**src/verilog/tei_pkg.sv**
```systemverilog
/*
  tei_pkg: constants, register map and carrier structs for the transaction
  error and interrupt status block.
  assumes: one system clock; the transaction engine and the bus share it.
*/
`default_nettype none
package tei_pkg;

  // endpoint table size carried in the state struct
  localparam int unsigned EP_MAX      = 16;
  localparam int unsigned EP_W        = 4;
  localparam int unsigned TALLY_W     = 8;
  localparam int unsigned RETRY_W     = 4;
  localparam int unsigned LEN_W       = 16;
  localparam int unsigned PKT_W       = 8;

  // register byte offsets
  localparam logic [7:0] OFS_HOST_STATUS = 8'h00;
  localparam logic [7:0] OFS_INT_ENABLE  = 8'h04;
  localparam logic [7:0] OFS_MAX_RETRY   = 8'h08;
  localparam logic [7:0] OFS_TALLY_BASE  = 8'h40;

  // status and enable bit positions
  localparam int unsigned STS_DONE_BIT = 0;
  localparam int unsigned STS_ERR_BIT  = 1;
  localparam int unsigned STS_W        = 2;

  // reset values
  localparam logic [STS_W-1:0]   RST_STATUS    = 2'h0;
  localparam logic [STS_W-1:0]   RST_INT_EN    = 2'h0;
  localparam logic [RETRY_W-1:0] RST_MAX_RETRY = 4'h3;

  // endpoint transfer types
  typedef enum logic [1:0] {EP_CTRL, EP_BULK, EP_INTR, EP_ISOC} tei_ep_type_e;

  // transaction outcome as seen on the channel
  typedef enum logic [2:0] {
    RES_OK, RES_FCS, RES_TIMEOUT, RES_BAD_PID, RES_ACK
  } tei_result_e;

  // one finished transaction, presented for one cycle by the engine
  typedef struct packed {
    logic               valid;
    logic [EP_W-1:0]    ep;
    tei_ep_type_e       ep_type;
    logic               low_power;
    logic               is_in;
    tei_result_e        result;
    logic [PKT_W-1:0]   sent_mask;
    logic [PKT_W-1:0]   ack_code;
    logic [PKT_W-1:0]   stored_mask;
    logic               any_pkt_ok;
    logic               buf_fault;
    logic [LEN_W-1:0]   rx_bytes;
    logic [LEN_W-1:0]   total_bytes;
    logic [LEN_W-1:0]   max_pkt;
    logic               seg_mode;
    logic [LEN_W-1:0]   seg_len;
    logic               ioc;
    logic               complete;
  } tei_xact_s;

  // descriptor and handshake updates returned to the engine
  typedef struct packed {
    logic               valid;
    logic [EP_W-1:0]    ep;
    logic               is_in;
    logic               qh_overlength;
    logic               qh_clear_active;
    logic               qh_halted;
    logic               qh_buf_fault;
    logic               qh_retry_limit;
    logic               seg_overlength;
    logic               seg_clear_active;
    logic               writeback;
    logic [PKT_W-1:0]   ack_mask;
    logic               corrupt_tail;
    logic [LEN_W-1:0]   allowed_len;
  } tei_rsp_s;

  // whole state of the block
  typedef struct packed {
    logic [STS_W-1:0]                  sts;
    logic [STS_W-1:0]                  inten;
    logic [RETRY_W-1:0]                max_retry;
    logic [EP_MAX-1:0][TALLY_W-1:0]    tally;
    logic [EP_MAX-1:0][RETRY_W-1:0]    retries;
    logic [EP_MAX-1:0]                 prev_fail;
    tei_rsp_s                          rsp;
    logic                              ack;
    logic [31:0]                       rdata;
  } tei_state_s;

endpackage
`default_nettype wire

```
**src/verilog/tei_core.sv**
```systemverilog
/*
  tei_core: transaction error counting, babble and buffer fault handling,
  write-one-to-clear status with enables and one interrupt output, behind a
  classic wishbone slave.
  assumes: the transaction engine presents each result for one cycle on the
  system clock and acts on the response one cycle later.
*/
`timescale 1ns/1ps
`default_nettype none
// Functional notes
// writing one clears that status bit
// clearing enable need not drop active interrupt
// each transaction source has its enable bit
// descriptor flag raises completion interrupt
// per-endpoint retry count, zeroed on success
// no retry limit for isochronous, low power
// retry only if previous transaction fully failed
// channel errors bump tally; limit sets flags
// ack naming every sent packet is error
// tally is running total, driver zeroes it
// driver zeroes tally only when inactive
// overlength sets flags, clears active, halts, writes back; code halts only non-isochronous endpoints
// max length from type, total, packet size
// babble sets error status, enable gates interrupt
// isochronous oversize segment discarded alone
// never send beyond length; babble only IN
// buffer fault sets queue head flag
// buffer fault bumps tally; limit gates interrupt
// IN buffer fault withholds unstored packet acks
// OUT buffer fault corrupts packet tail
// interrupt while any enabled status bit set
module tei_core #(
  parameter int unsigned NUM_EP = 16
) (
  // clock and reset
  input  wire logic                I_CLK,
  input  wire logic                I_RESET_N,
  // wishbone slave
  input  wire logic                I_WB_CYC,
  input  wire logic                I_WB_STB,
  input  wire logic                I_WB_WE,
  input  wire logic [7:0]          I_WB_ADR,
  input  wire logic [3:0]          I_WB_SEL,
  input  wire logic [31:0]         I_WB_DAT,
  output logic [31:0]              O_WB_DAT,
  output logic                     O_WB_ACK,
  // transaction engine
  input  wire tei_pkg::tei_xact_s  I_XACT,
  output tei_pkg::tei_rsp_s        O_RSP,
  // interrupt
  output logic                     O_IRQ
);

  // refuse an endpoint count that the state struct cannot hold
  if (NUM_EP < 1 || NUM_EP > tei_pkg::EP_MAX) begin : g_bad_num_ep
    $error("NUM_EP out of range");
  end

  tei_pkg::tei_state_s st;
  tei_pkg::tei_state_s next_st;

  // decoded bus request
  logic                           req;
  logic                           wr;
  logic                           tally_hit;
  logic [tei_pkg::EP_W-1:0]       tally_idx;
  // event decode
  logic                           ev;
  logic                           iso;
  logic                           no_limit;
  logic                           err_ack;
  logic                           chan_err;
  logic                           fault;
  logic                           success;
  logic                           is_retry;
  logic [tei_pkg::RETRY_W-1:0]    cur_retries;
  logic                           at_max;
  logic [tei_pkg::LEN_W-1:0]      max_len;
  logic                           babble;
  logic                           seg_babble;
  logic [tei_pkg::STS_W-1:0]      sts_set;
  logic [tei_pkg::STS_W-1:0]      sts_clr;

  // bus decode, one wait state then ack
  assign req       = I_WB_CYC && I_WB_STB && !st.ack;
  assign wr        = req && I_WB_WE && I_WB_SEL[0];
  assign tally_hit = (I_WB_ADR >= tei_pkg::OFS_TALLY_BASE) &&
                     (I_WB_ADR[1:0] == 2'h0) &&
                     ({2'h0, I_WB_ADR[7:2]} - {2'h0, tei_pkg::OFS_TALLY_BASE[7:2]} < 8'(NUM_EP));
  assign tally_idx = tei_pkg::EP_W'(I_WB_ADR[7:2] - tei_pkg::OFS_TALLY_BASE[7:2]);

  // classify the finished transaction
  always_comb begin
    ev       = I_XACT.valid && (32'(I_XACT.ep) < NUM_EP);
    iso      = (I_XACT.ep_type == tei_pkg::EP_ISOC);
    no_limit = iso || I_XACT.low_power;
    // ack reporting every sent packet counts as a failure
    err_ack  = !I_XACT.is_in && (I_XACT.result == tei_pkg::RES_ACK) &&
               (I_XACT.sent_mask != 8'h00) &&
               ((I_XACT.ack_code & I_XACT.sent_mask) == I_XACT.sent_mask);
    chan_err = (I_XACT.result == tei_pkg::RES_FCS) ||
               (I_XACT.result == tei_pkg::RES_TIMEOUT) ||
               (I_XACT.result == tei_pkg::RES_BAD_PID) || err_ack;
    fault    = I_XACT.buf_fault;
    success  = I_XACT.any_pkt_ok && !chan_err && !fault;
    // a retry only when the last try to this endpoint moved nothing
    is_retry = st.prev_fail[I_XACT.ep];
    cur_retries = st.retries[I_XACT.ep];
    at_max   = !no_limit && (cur_retries >= st.max_retry);
    // expected length by transfer type
    if (iso) begin
      max_len = I_XACT.max_pkt;
    end else if (I_XACT.total_bytes < I_XACT.max_pkt) begin
      max_len = I_XACT.total_bytes;
    end else begin
      max_len = I_XACT.max_pkt;
    end
    // babble is only judged on IN data
    babble     = I_XACT.is_in && !(iso && I_XACT.seg_mode) &&
                 (I_XACT.rx_bytes > max_len);
    seg_babble = I_XACT.is_in && iso && I_XACT.seg_mode &&
                 (I_XACT.rx_bytes > I_XACT.seg_len);
  end

  // status set and clear terms
  always_comb begin
    sts_set = '0;
    sts_clr = '0;
    if (ev && I_XACT.ioc && I_XACT.complete) begin
      sts_set[tei_pkg::STS_DONE_BIT] = 1'b1;
    end
    if (ev && (babble || seg_babble)) begin
      sts_set[tei_pkg::STS_ERR_BIT] = 1'b1;
    end
    if (ev && (chan_err || fault) && at_max) begin
      sts_set[tei_pkg::STS_ERR_BIT] = 1'b1; // see R8
    end
    if (wr && (I_WB_ADR == tei_pkg::OFS_HOST_STATUS)) begin
      sts_clr = I_WB_DAT[tei_pkg::STS_W-1:0];
    end
  end

  // next state
  always_comb begin
    next_st = st;
    // set wins over a same-cycle clear
    next_st.sts = (st.sts & ~sts_clr) | sts_set; // see R1
    next_st.ack = req;
    next_st.rdata = 32'h0000_0000;
    if (wr && (I_WB_ADR == tei_pkg::OFS_INT_ENABLE)) begin
      next_st.inten = I_WB_DAT[tei_pkg::STS_W-1:0];
    end
    if (wr && (I_WB_ADR == tei_pkg::OFS_MAX_RETRY)) begin
      next_st.max_retry = I_WB_DAT[tei_pkg::RETRY_W-1:0];
    end
    // driver zeroes a tally by writing its slot
    if (wr && tally_hit) begin
      next_st.tally[tally_idx] = '0; // see R10
    end
    // read mux; unmapped reads as zero
    if (req && !I_WB_WE) begin
      if (I_WB_ADR == tei_pkg::OFS_HOST_STATUS) begin
        next_st.rdata = 32'(st.sts);
      end else if (I_WB_ADR == tei_pkg::OFS_INT_ENABLE) begin
        next_st.rdata = 32'(st.inten);
      end else if (I_WB_ADR == tei_pkg::OFS_MAX_RETRY) begin
        next_st.rdata = 32'(st.max_retry);
      end else if (tally_hit) begin
        next_st.rdata = 32'(st.tally[tally_idx]);
      end
    end
    // per-endpoint counting
    if (ev) begin
      if (chan_err || fault) begin
        if (next_st.tally[I_XACT.ep] != '1) begin
          next_st.tally[I_XACT.ep] = next_st.tally[I_XACT.ep] + 1'b1; // see R8
        end
      end
      if (success) begin
        next_st.retries[I_XACT.ep]   = '0;
        next_st.prev_fail[I_XACT.ep] = 1'b0;
      end else if (!I_XACT.any_pkt_ok) begin
        next_st.prev_fail[I_XACT.ep] = 1'b1;
        if (is_retry && !no_limit && (cur_retries != '1)) begin
          next_st.retries[I_XACT.ep] = cur_retries + 1'b1; // see R5
        end
      end else begin
        next_st.prev_fail[I_XACT.ep] = 1'b0;
      end
    end
    // response to the engine
    next_st.rsp = '0;
    next_st.rsp.valid            = ev;
    next_st.rsp.ep               = I_XACT.ep;
    next_st.rsp.is_in            = I_XACT.is_in;
    next_st.rsp.allowed_len      = iso && I_XACT.seg_mode ? I_XACT.seg_len : max_len;
    next_st.rsp.ack_mask         = I_XACT.sent_mask;
    if (ev) begin
      if (babble) begin
        next_st.rsp.qh_overlength   = 1'b1;
        next_st.rsp.qh_clear_active = 1'b1;
        next_st.rsp.qh_halted       = !iso;
        next_st.rsp.writeback       = 1'b1;
      end
      if (seg_babble) begin
        next_st.rsp.seg_overlength   = 1'b1;
        next_st.rsp.seg_clear_active = 1'b1;
        next_st.rsp.writeback        = 1'b1;
      end
      if ((chan_err || fault) && at_max) begin
        next_st.rsp.qh_retry_limit = 1'b1;
        next_st.rsp.writeback      = 1'b1;
      end
      if (fault) begin
        next_st.rsp.qh_buf_fault = 1'b1;
        next_st.rsp.writeback    = 1'b1;
        if (I_XACT.is_in) begin
          next_st.rsp.ack_mask = I_XACT.sent_mask & I_XACT.stored_mask;
        end else begin
          next_st.rsp.corrupt_tail = 1'b1;
        end
      end
    end
  end

  // state register
  always_ff @(posedge I_CLK or negedge I_RESET_N) begin
    if (!I_RESET_N) begin
      st           <= '0;
      st.sts       <= tei_pkg::RST_STATUS;
      st.inten     <= tei_pkg::RST_INT_EN;
      st.max_retry <= tei_pkg::RST_MAX_RETRY;
    end else begin
      st <= next_st;
    end
  end

  // outputs
  assign O_WB_ACK = st.ack;
  assign O_WB_DAT = st.rdata;
  assign O_RSP    = st.rsp;
  assign O_IRQ    = |(st.sts & st.inten); // see R14

  a_sts_w1c: assert property (@(posedge I_CLK) disable iff (!I_RESET_N)
    (wr && I_WB_ADR == tei_pkg::OFS_HOST_STATUS && I_WB_DAT[tei_pkg::STS_DONE_BIT] &&
     !sts_set[tei_pkg::STS_DONE_BIT]) |=> !st.sts[tei_pkg::STS_DONE_BIT])
    else $error("status bit not cleared by write of one");

  a_ioc_done: assert property (@(posedge I_CLK) disable iff (!I_RESET_N)
    (ev && I_XACT.ioc && I_XACT.complete) |=> st.sts[tei_pkg::STS_DONE_BIT])
    else $error("completion flag did not raise status");

  a_babble_err: assert property (@(posedge I_CLK) disable iff (!I_RESET_N)
    (ev && babble) |=> (st.sts[tei_pkg::STS_ERR_BIT] && st.rsp.qh_overlength))
    else $error("babble did not set error status");

  a_retry_zero: assert property (@(posedge I_CLK) disable iff (!I_RESET_N)
    (ev && success) |=> (st.retries[$past(I_XACT.ep)] == '0))
    else $error("retry count not zeroed on success");

  a_iso_nolimit: assert property (@(posedge I_CLK) disable iff (!I_RESET_N)
    (ev && no_limit) |=> !st.rsp.qh_retry_limit)
    else $error("retry limit applied to exempt endpoint");

  a_tally_step: assert property (@(posedge I_CLK) disable iff (!I_RESET_N)
    (ev && (chan_err || fault) && !(wr && tally_hit) && st.tally[I_XACT.ep] != '1)
    |=> (st.tally[$past(I_XACT.ep)] == $past(st.tally[I_XACT.ep]) + 1'b1))
    else $error("tally did not step by one");

  a_babble_halt: assert property (@(posedge I_CLK) disable iff (!I_RESET_N)
    (ev && babble && !iso) |=> (st.rsp.qh_halted && st.rsp.qh_clear_active &&
                                st.rsp.writeback))
    else $error("overlength did not halt endpoint");

  a_seg_alone: assert property (@(posedge I_CLK) disable iff (!I_RESET_N)
    st.rsp.seg_overlength |-> (st.rsp.seg_clear_active && !st.rsp.qh_clear_active))
    else $error("segment babble touched queue head active");

  a_out_corrupt: assert property (@(posedge I_CLK) disable iff (!I_RESET_N)
    (st.rsp.qh_buf_fault && !st.rsp.is_in) |-> st.rsp.corrupt_tail)
    else $error("out buffer fault did not corrupt tail");

  a_irq_hold: assert property (@(posedge I_CLK) disable iff (!I_RESET_N)
    ($rose(st.sts[tei_pkg::STS_ERR_BIT]) && st.inten[tei_pkg::STS_ERR_BIT] &&
     $stable(st.inten)) |-> O_IRQ)
    else $error("interrupt not raised for enabled status");

  a_limit_flags: assert property (@(posedge I_CLK) disable iff (!I_RESET_N)
    (ev && (chan_err || fault) && !no_limit && st.retries[I_XACT.ep] >= st.max_retry)
    |=> (st.rsp.qh_retry_limit && st.sts[tei_pkg::STS_ERR_BIT]))
    else $error("retry limit did not raise flags");

  a_below_limit: assert property (@(posedge I_CLK) disable iff (!I_RESET_N)
    (ev && st.retries[I_XACT.ep] < st.max_retry) |=> !st.rsp.qh_retry_limit)
    else $error("retry limit flagged below maximum");

  a_retry_hold: assert property (@(posedge I_CLK) disable iff (!I_RESET_N)
    (ev && !I_XACT.any_pkt_ok && !st.prev_fail[I_XACT.ep])
    |=> (st.retries[$past(I_XACT.ep)] == $past(st.retries[I_XACT.ep])))
    else $error("retry counted after a partly good transaction");

  a_len_bound: assert property (@(posedge I_CLK) disable iff (!I_RESET_N)
    (ev && !iso) |=> (st.rsp.allowed_len <= $past(I_XACT.max_pkt) &&
                      st.rsp.allowed_len <= $past(I_XACT.total_bytes)))
    else $error("allowed length above total or packet size");

  a_in_only_babble: assert property (@(posedge I_CLK) disable iff (!I_RESET_N)
    (ev && !I_XACT.is_in) |=> !(st.rsp.qh_overlength || st.rsp.seg_overlength))
    else $error("overlength flagged on outgoing data");

  a_fault_flag: assert property (@(posedge I_CLK) disable iff (!I_RESET_N)
    (ev && fault) |=> (st.rsp.qh_buf_fault && st.rsp.writeback))
    else $error("buffer fault not flagged in queue head");

  a_in_fault_ack: assert property (@(posedge I_CLK) disable iff (!I_RESET_N)
    (ev && fault && I_XACT.is_in) |=>
    (st.rsp.ack_mask == ($past(I_XACT.sent_mask) & $past(I_XACT.stored_mask))))
    else $error("unstored packet acknowledged after fault");

endmodule
`default_nettype wire

```
**config.mk**
```make
export PLATFORM = sky130hd
export DESIGN_NAME = tei_core
export DESIGN_NICKNAME = d
export VERILOG_FILES = /design/src/verilog/tei_pkg.sv /design/src/verilog/tei_core.sv
export SDC_FILE = /design/constraint.sdc
export NUM_CORES = 1
export LEC_CHECK = 0
export ABC_CLOCK_PERIOD_IN_PS = 7600
export BUFFER_PORTS_ARGS = -buffer_cell sky130_fd_sc_hd__buf_2
export CAP_MARGIN = 20
export CORE_MARGIN = 1.5
export CORE_UTILIZATION = 42
export DETAILED_ROUTE_END_ITERATION = 12
export GPL_TIMING_DRIVEN = 0
export SYNTH_ARGS = -nofsm -noshare
export SYNTH_HDL_FRONTEND = slang
export SYNTH_SLANG_ARGS = --single-unit
```
**constraint.sdc**
```tcl
create_clock -name I_CLK -period 7.6 [get_ports I_CLK]
set_input_delay 0.38 -clock I_CLK [delete_from_list [all_inputs] [get_ports I_CLK]]
set_output_delay 0.38 -clock I_CLK [all_outputs]
set_load 0.02 [all_outputs]
```
# Yosys cells after proc, flatten, opt, wreduce, memory -nomap -nowiden
# Cells that the tools add are included.
[totals] reg_bits=288 in_bits=154 output_inout_bits=73 word_cells=191
[op_classes] n_addsub=4 magnitude_cmp=10 eq_ne=11 n_mux=48 bitwise=13 n_reduce_logical=53
[op_table] cell="$mux W128" count=3
[op_table] cell="$mux W208" count=1
[op_table] cell="$and A128 B128 Y128" count=1
[op_table] cell="$bwmux W128" count=1
[op_table] cell="$mux W64" count=2
[op_table] cell="$not A128 Y128" count=1
[op_table] cell="$mux W8" count=10
[op_table] cell="$mux W80" count=1
[op_table] cell="$and A64 B64 Y64" count=1
[op_table] cell="$bmux W8 S4" count=2
[op_table] cell="$bwmux W64" count=1
[op_table] cell="$demux W8 S4" count=2
[op_table] cell="$mux W16" count=4
[op_table] cell="$not A64 Y64" count=1
[op_table] cell="$logic_and A1 B1 Y1" count=33
[op_table] cell="$gt A16 B16 Y1" count=2
[op_table] cell="$mux W17" count=1
[op_table] cell="$and A16 B16 Y16" count=1
[op_table] cell="$and A8 B8 Y8" count=2
[op_table] cell="$bmux W4 S4" count=1
[op_table] cell="$demux W4 S4" count=1
[op_table] cell="$lt A16 B16 Y1" count=1
[op_table] cell="$not A16 Y16" count=1
[op_table] cell="$or A16 B16 Y16" count=1
[op_table] cell="other kinds (37)" count=64

# Logic depth before layout (Yosys ltp)
[logic_depth] word_depth=15 ltp_mapped=20 ltp_nobuf=20

# Least setup slack after synthesis
# No wires, ideal clock.
[synth_timing] kind="input to register" startpoint="input I_XACT[20] (netlist name)" endpoint="register st, in the netlist O_RSP[25]" arrival_time_ns=3.971 setup_slack_ns=3.482 path_stages=18 cell_sequence="inv_1 -> ha_1 -> a21o_1 -> a21o_1 -> a21o_1 -> a21o_1 -> a21oi_1 -> o21ai_0 -> a21oi_1 -> clkbuf_1 -> mux2i_1 -> ha_1 -> a21o_1 -> a21o_1 -> a211oi_1 -> a21oi_1 -> o31ai_1 -> nand3_1"
[synth_lines] item="start: declaration" line_no="tei_core.sv:48" rtl="input wire tei_pkg::tei_xact_s I_XACT,"
[synth_lines] item="end signal: assignment" line_no="tei_core.sv:234" rtl="st <= next_st;"
[synth_lines] item="end: declaration" line_no="tei_core.sv:59" rtl="tei_pkg::tei_state_s st;"

==> impl_metrics.toml <==
[route]
drcViolationCount = 0
dr.pass1.iters = 6
viasPerCell = 6.05
dr_total_vias = 14400
drtIter0Drc = 1616
routedWlPerCell_um = 26.3
routed_wl_mm = 62.4
antenna_violating_nets_post_route = 0

[yosys]
synth_area_leader_cell = "dfrtp_1"
synth_cell_types = 79
synthFlopType = "dfrtp_1"
synth_seq_cells = 262
synth_warnings = 0
syn_avg_cell_area_um2 = 10.1
synth_common_cells = "dfrtp_1 (260), nand2_1 (240), mux2i_1 (130)"
synth_most_common_cell = "dfrtp_1"
synthTopCellsByArea = "dfrtp_1 (40%), mux4_2 (9.2%), mux2i_1 (8.1%)"
synth_edf_count = 0
ys_seq_area_frac = 0.407
ys_async_sr_fraction = 1.00
netlist_instances = 1591
netlist_area_mm2 = 0.0161
synth_top_cell_area_share = 0.404

[critical_path]
r2r_slack_ns = 1.39
crit_chain = "dlygate4sd3_1, buf_2, buf_2, buf_2, and4b_1, clkbuf_1, nand2_1, o22ai_1, nor4_1, nand4_2, clkbuf_1, ha_1, o211ai_2, nor4b_4, or3_1, buf_2, mux2i_1"
crit_family = "buffers and inverters"
cp_slowest_cell = "nor4b_4"
setup.worst_path.start_class = "input pin"
r2r-end = "st[153]"
reg2regPathDepth = 15
cp_common_cell = "buf_2"
required_ns = 8.10
cp_slowest_stage_delay_ns = 1.08
crit_path_end_kind = "flip-flop"
arrival_ns = 6.82
cp.buffers_inverters = 7
crit_type = "input pin to flip-flop"
cp_num_cells = 17
r2r_start = "O_WB_ACK"
critPathMaxFanout = 10

[hold_path]
holdCritStartpoint = "I_XACT[88]"
min_path_type = "input pin to flip-flop"
min_path_cells = 3
worstHoldEndpoint = "O_RSP[20]"

[floorplanning]
initial_core_util = 0.427
coreArea_mm2 = 0.0377
die-width_um = 199
io-pin-count = 227
row_count = 71
dieArea_mm2 = 0.0395
chipHeight_um = 199

[cts]
path_clk_slew_ns = 0.06
clock_latency_ns = 0.61
h-tree-depth = 1
cts.sinks = 262
cts_root_buffer = "clkbuf_16"
tritoncts = "yes"
post_cts_buffers = 0
cts_buffers = 30
clockBufferDepth = 3

[sta]
finalMaxSlewViolations = 0
slew_headroom = 0.181
tightest_slew_ns = 1.22
min_period_ns = 6.32
setup_tns_ns = 0
fmax_ghz = 0.158
finClkSkew_ns = 0.0216
finalSetupViolCount = 0
rsz0062_at_grt = "false"
finalHoldViolations = 0
fin_crit_sh = 0.831

[place]
io_buffers = 169
gp_congestion = 1.04
dpl.hpwl_mm = 46.5
placedCellCount = 2302

[cells_and_area]
antenna_cells = 0
drive_gt1_frac = 0.223
fill_cells = 3558
fin_cells = 2373
syn2layout_area_growth_pct = 18.2
nets = 2050

[grt]
grt.overflow.total = 0
grt_use_total = 0.323
grt_pass1_wl_mm = 93.0
grt_pass1_vias = 14400
antenna_found_initial = 6
grt_max_degree = 121

[power_and_ir_drop]
power_density_mw_per_mm2 = 230
p_leak_nw = 8.72
peakVddDrop_uv = 170

[flow_run]
max_cap_violations = 0

[status]
outcome = "completed"
[cell usage in the layout (no fill, tap or decap), types with 50 or more instances in the layout]
cell type / synthesis / layout
inv_1: 50 / 50
clkbuf_1: 65 / 71
mux4_2: 66 / 66
buf_4: 71 / 74
dfrtp_1: 260 / 260
nor2_1: 60 / 60
buf_2: 15 / 183
ha_1: 53 / 53
mux2i_1: 130 / 130
nand3_1: 62 / 62
o21ai_0: 52 / 52
nand2_1: 240 / 240
[cell families after synthesis]
kind of cell / count (synthesis) / share of synthesized area
compound gates: 276 / 0.120
xor+xnor: 7 / 0.00381
fa+ha+maj: 53 / 0.0412
buf+inv: 225 / 0.0711
flops: 262 / 0.407
mux: 203 / 0.178
other cells: 1 / 0.000233
simple gates: 564 / 0.178
[timing repair]
| action | in CTS | in global routing |
|---|---|---|
| resized for setup | 0 | 0 |
| endpoints found under the hold margin | 59 | 0 |
| hold buffers | 18 | 0 |
[metal layers]
layer	GRT usage	share of wire
met5	0	0.00074
met2	0.512	0.46
met3	0.0800	0.096
met4	0.162	0.056
met1	0.410	0.39
[per-stage QoR]
step	total power, mW	instance area, um2	hold slack (ns)	setup slack (ns)	utilization
2_1_floorplan	2.39	16200	0.0844	3.48	-
4_1_cts	4.37	19000	0.00250	1.54	0.505
6_report	4.38	19000	0.0272	1.28	0.505
5_1_grt	4.55	19000	0.0261	1.22	0.505
3_5_place_dp	2.84	17800	0.308	1.06	0.473
3_3_place_gp	2.81	17700	0.455	0.845	0.469
[worst max path at each step]
stage	from	end	slack, ns
floorplan	I_XACT[20]	O_RSP[25]	3.48
global placement	I_WB_ADR[7]	st[258]	0.84
detailed placement	I_WB_ADR[7]	st[238]	1.06
CTS	I_XACT[100]	st[241]	1.54
global route	I_XACT[100]	st[153]	1.22
finish	I_XACT[100]	st[153]	1.28
[power by group]
group	switching [mW]	internal, mW	total (mW)
logic	0.631	0.422	1.05
registers	0.188	1.62	1.80
clock network	0.627	0.899	1.53
total	1.45	2.94	4.38
[worst register-to-register path: stages (launching register included)]
cell	delay (ns)
dfrtp_1	0.34
nand3b_1	0.28
buf_2	0.28
clkinv_1	0.38
nand4_1	0.39
clkbuf_1	0.54
nand3_1	0.15
a31o_2	0.31
nand4_2	0.33
clkbuf_1	0.72
ha_1	0.36
o211ai_2	0.17
nor4b_4	1.08
or3_1	0.21
buf_2	0.34
mux2i_1	0.26
[layout make-up]
class	count	area (um2)	share of cell area
flip-flops and latches	262	6560	0.344
clock buffers	40	828	0.0435
multi-input cells	1127	8510	0.447
well taps	511	639	0.0336
clock inverters	11	191	0.0101
plain buffers	173	950	0.0499
repair buffers	197	1170	0.0614
inverters	52	195	0.0103
(Power assumes the default switching activity.)
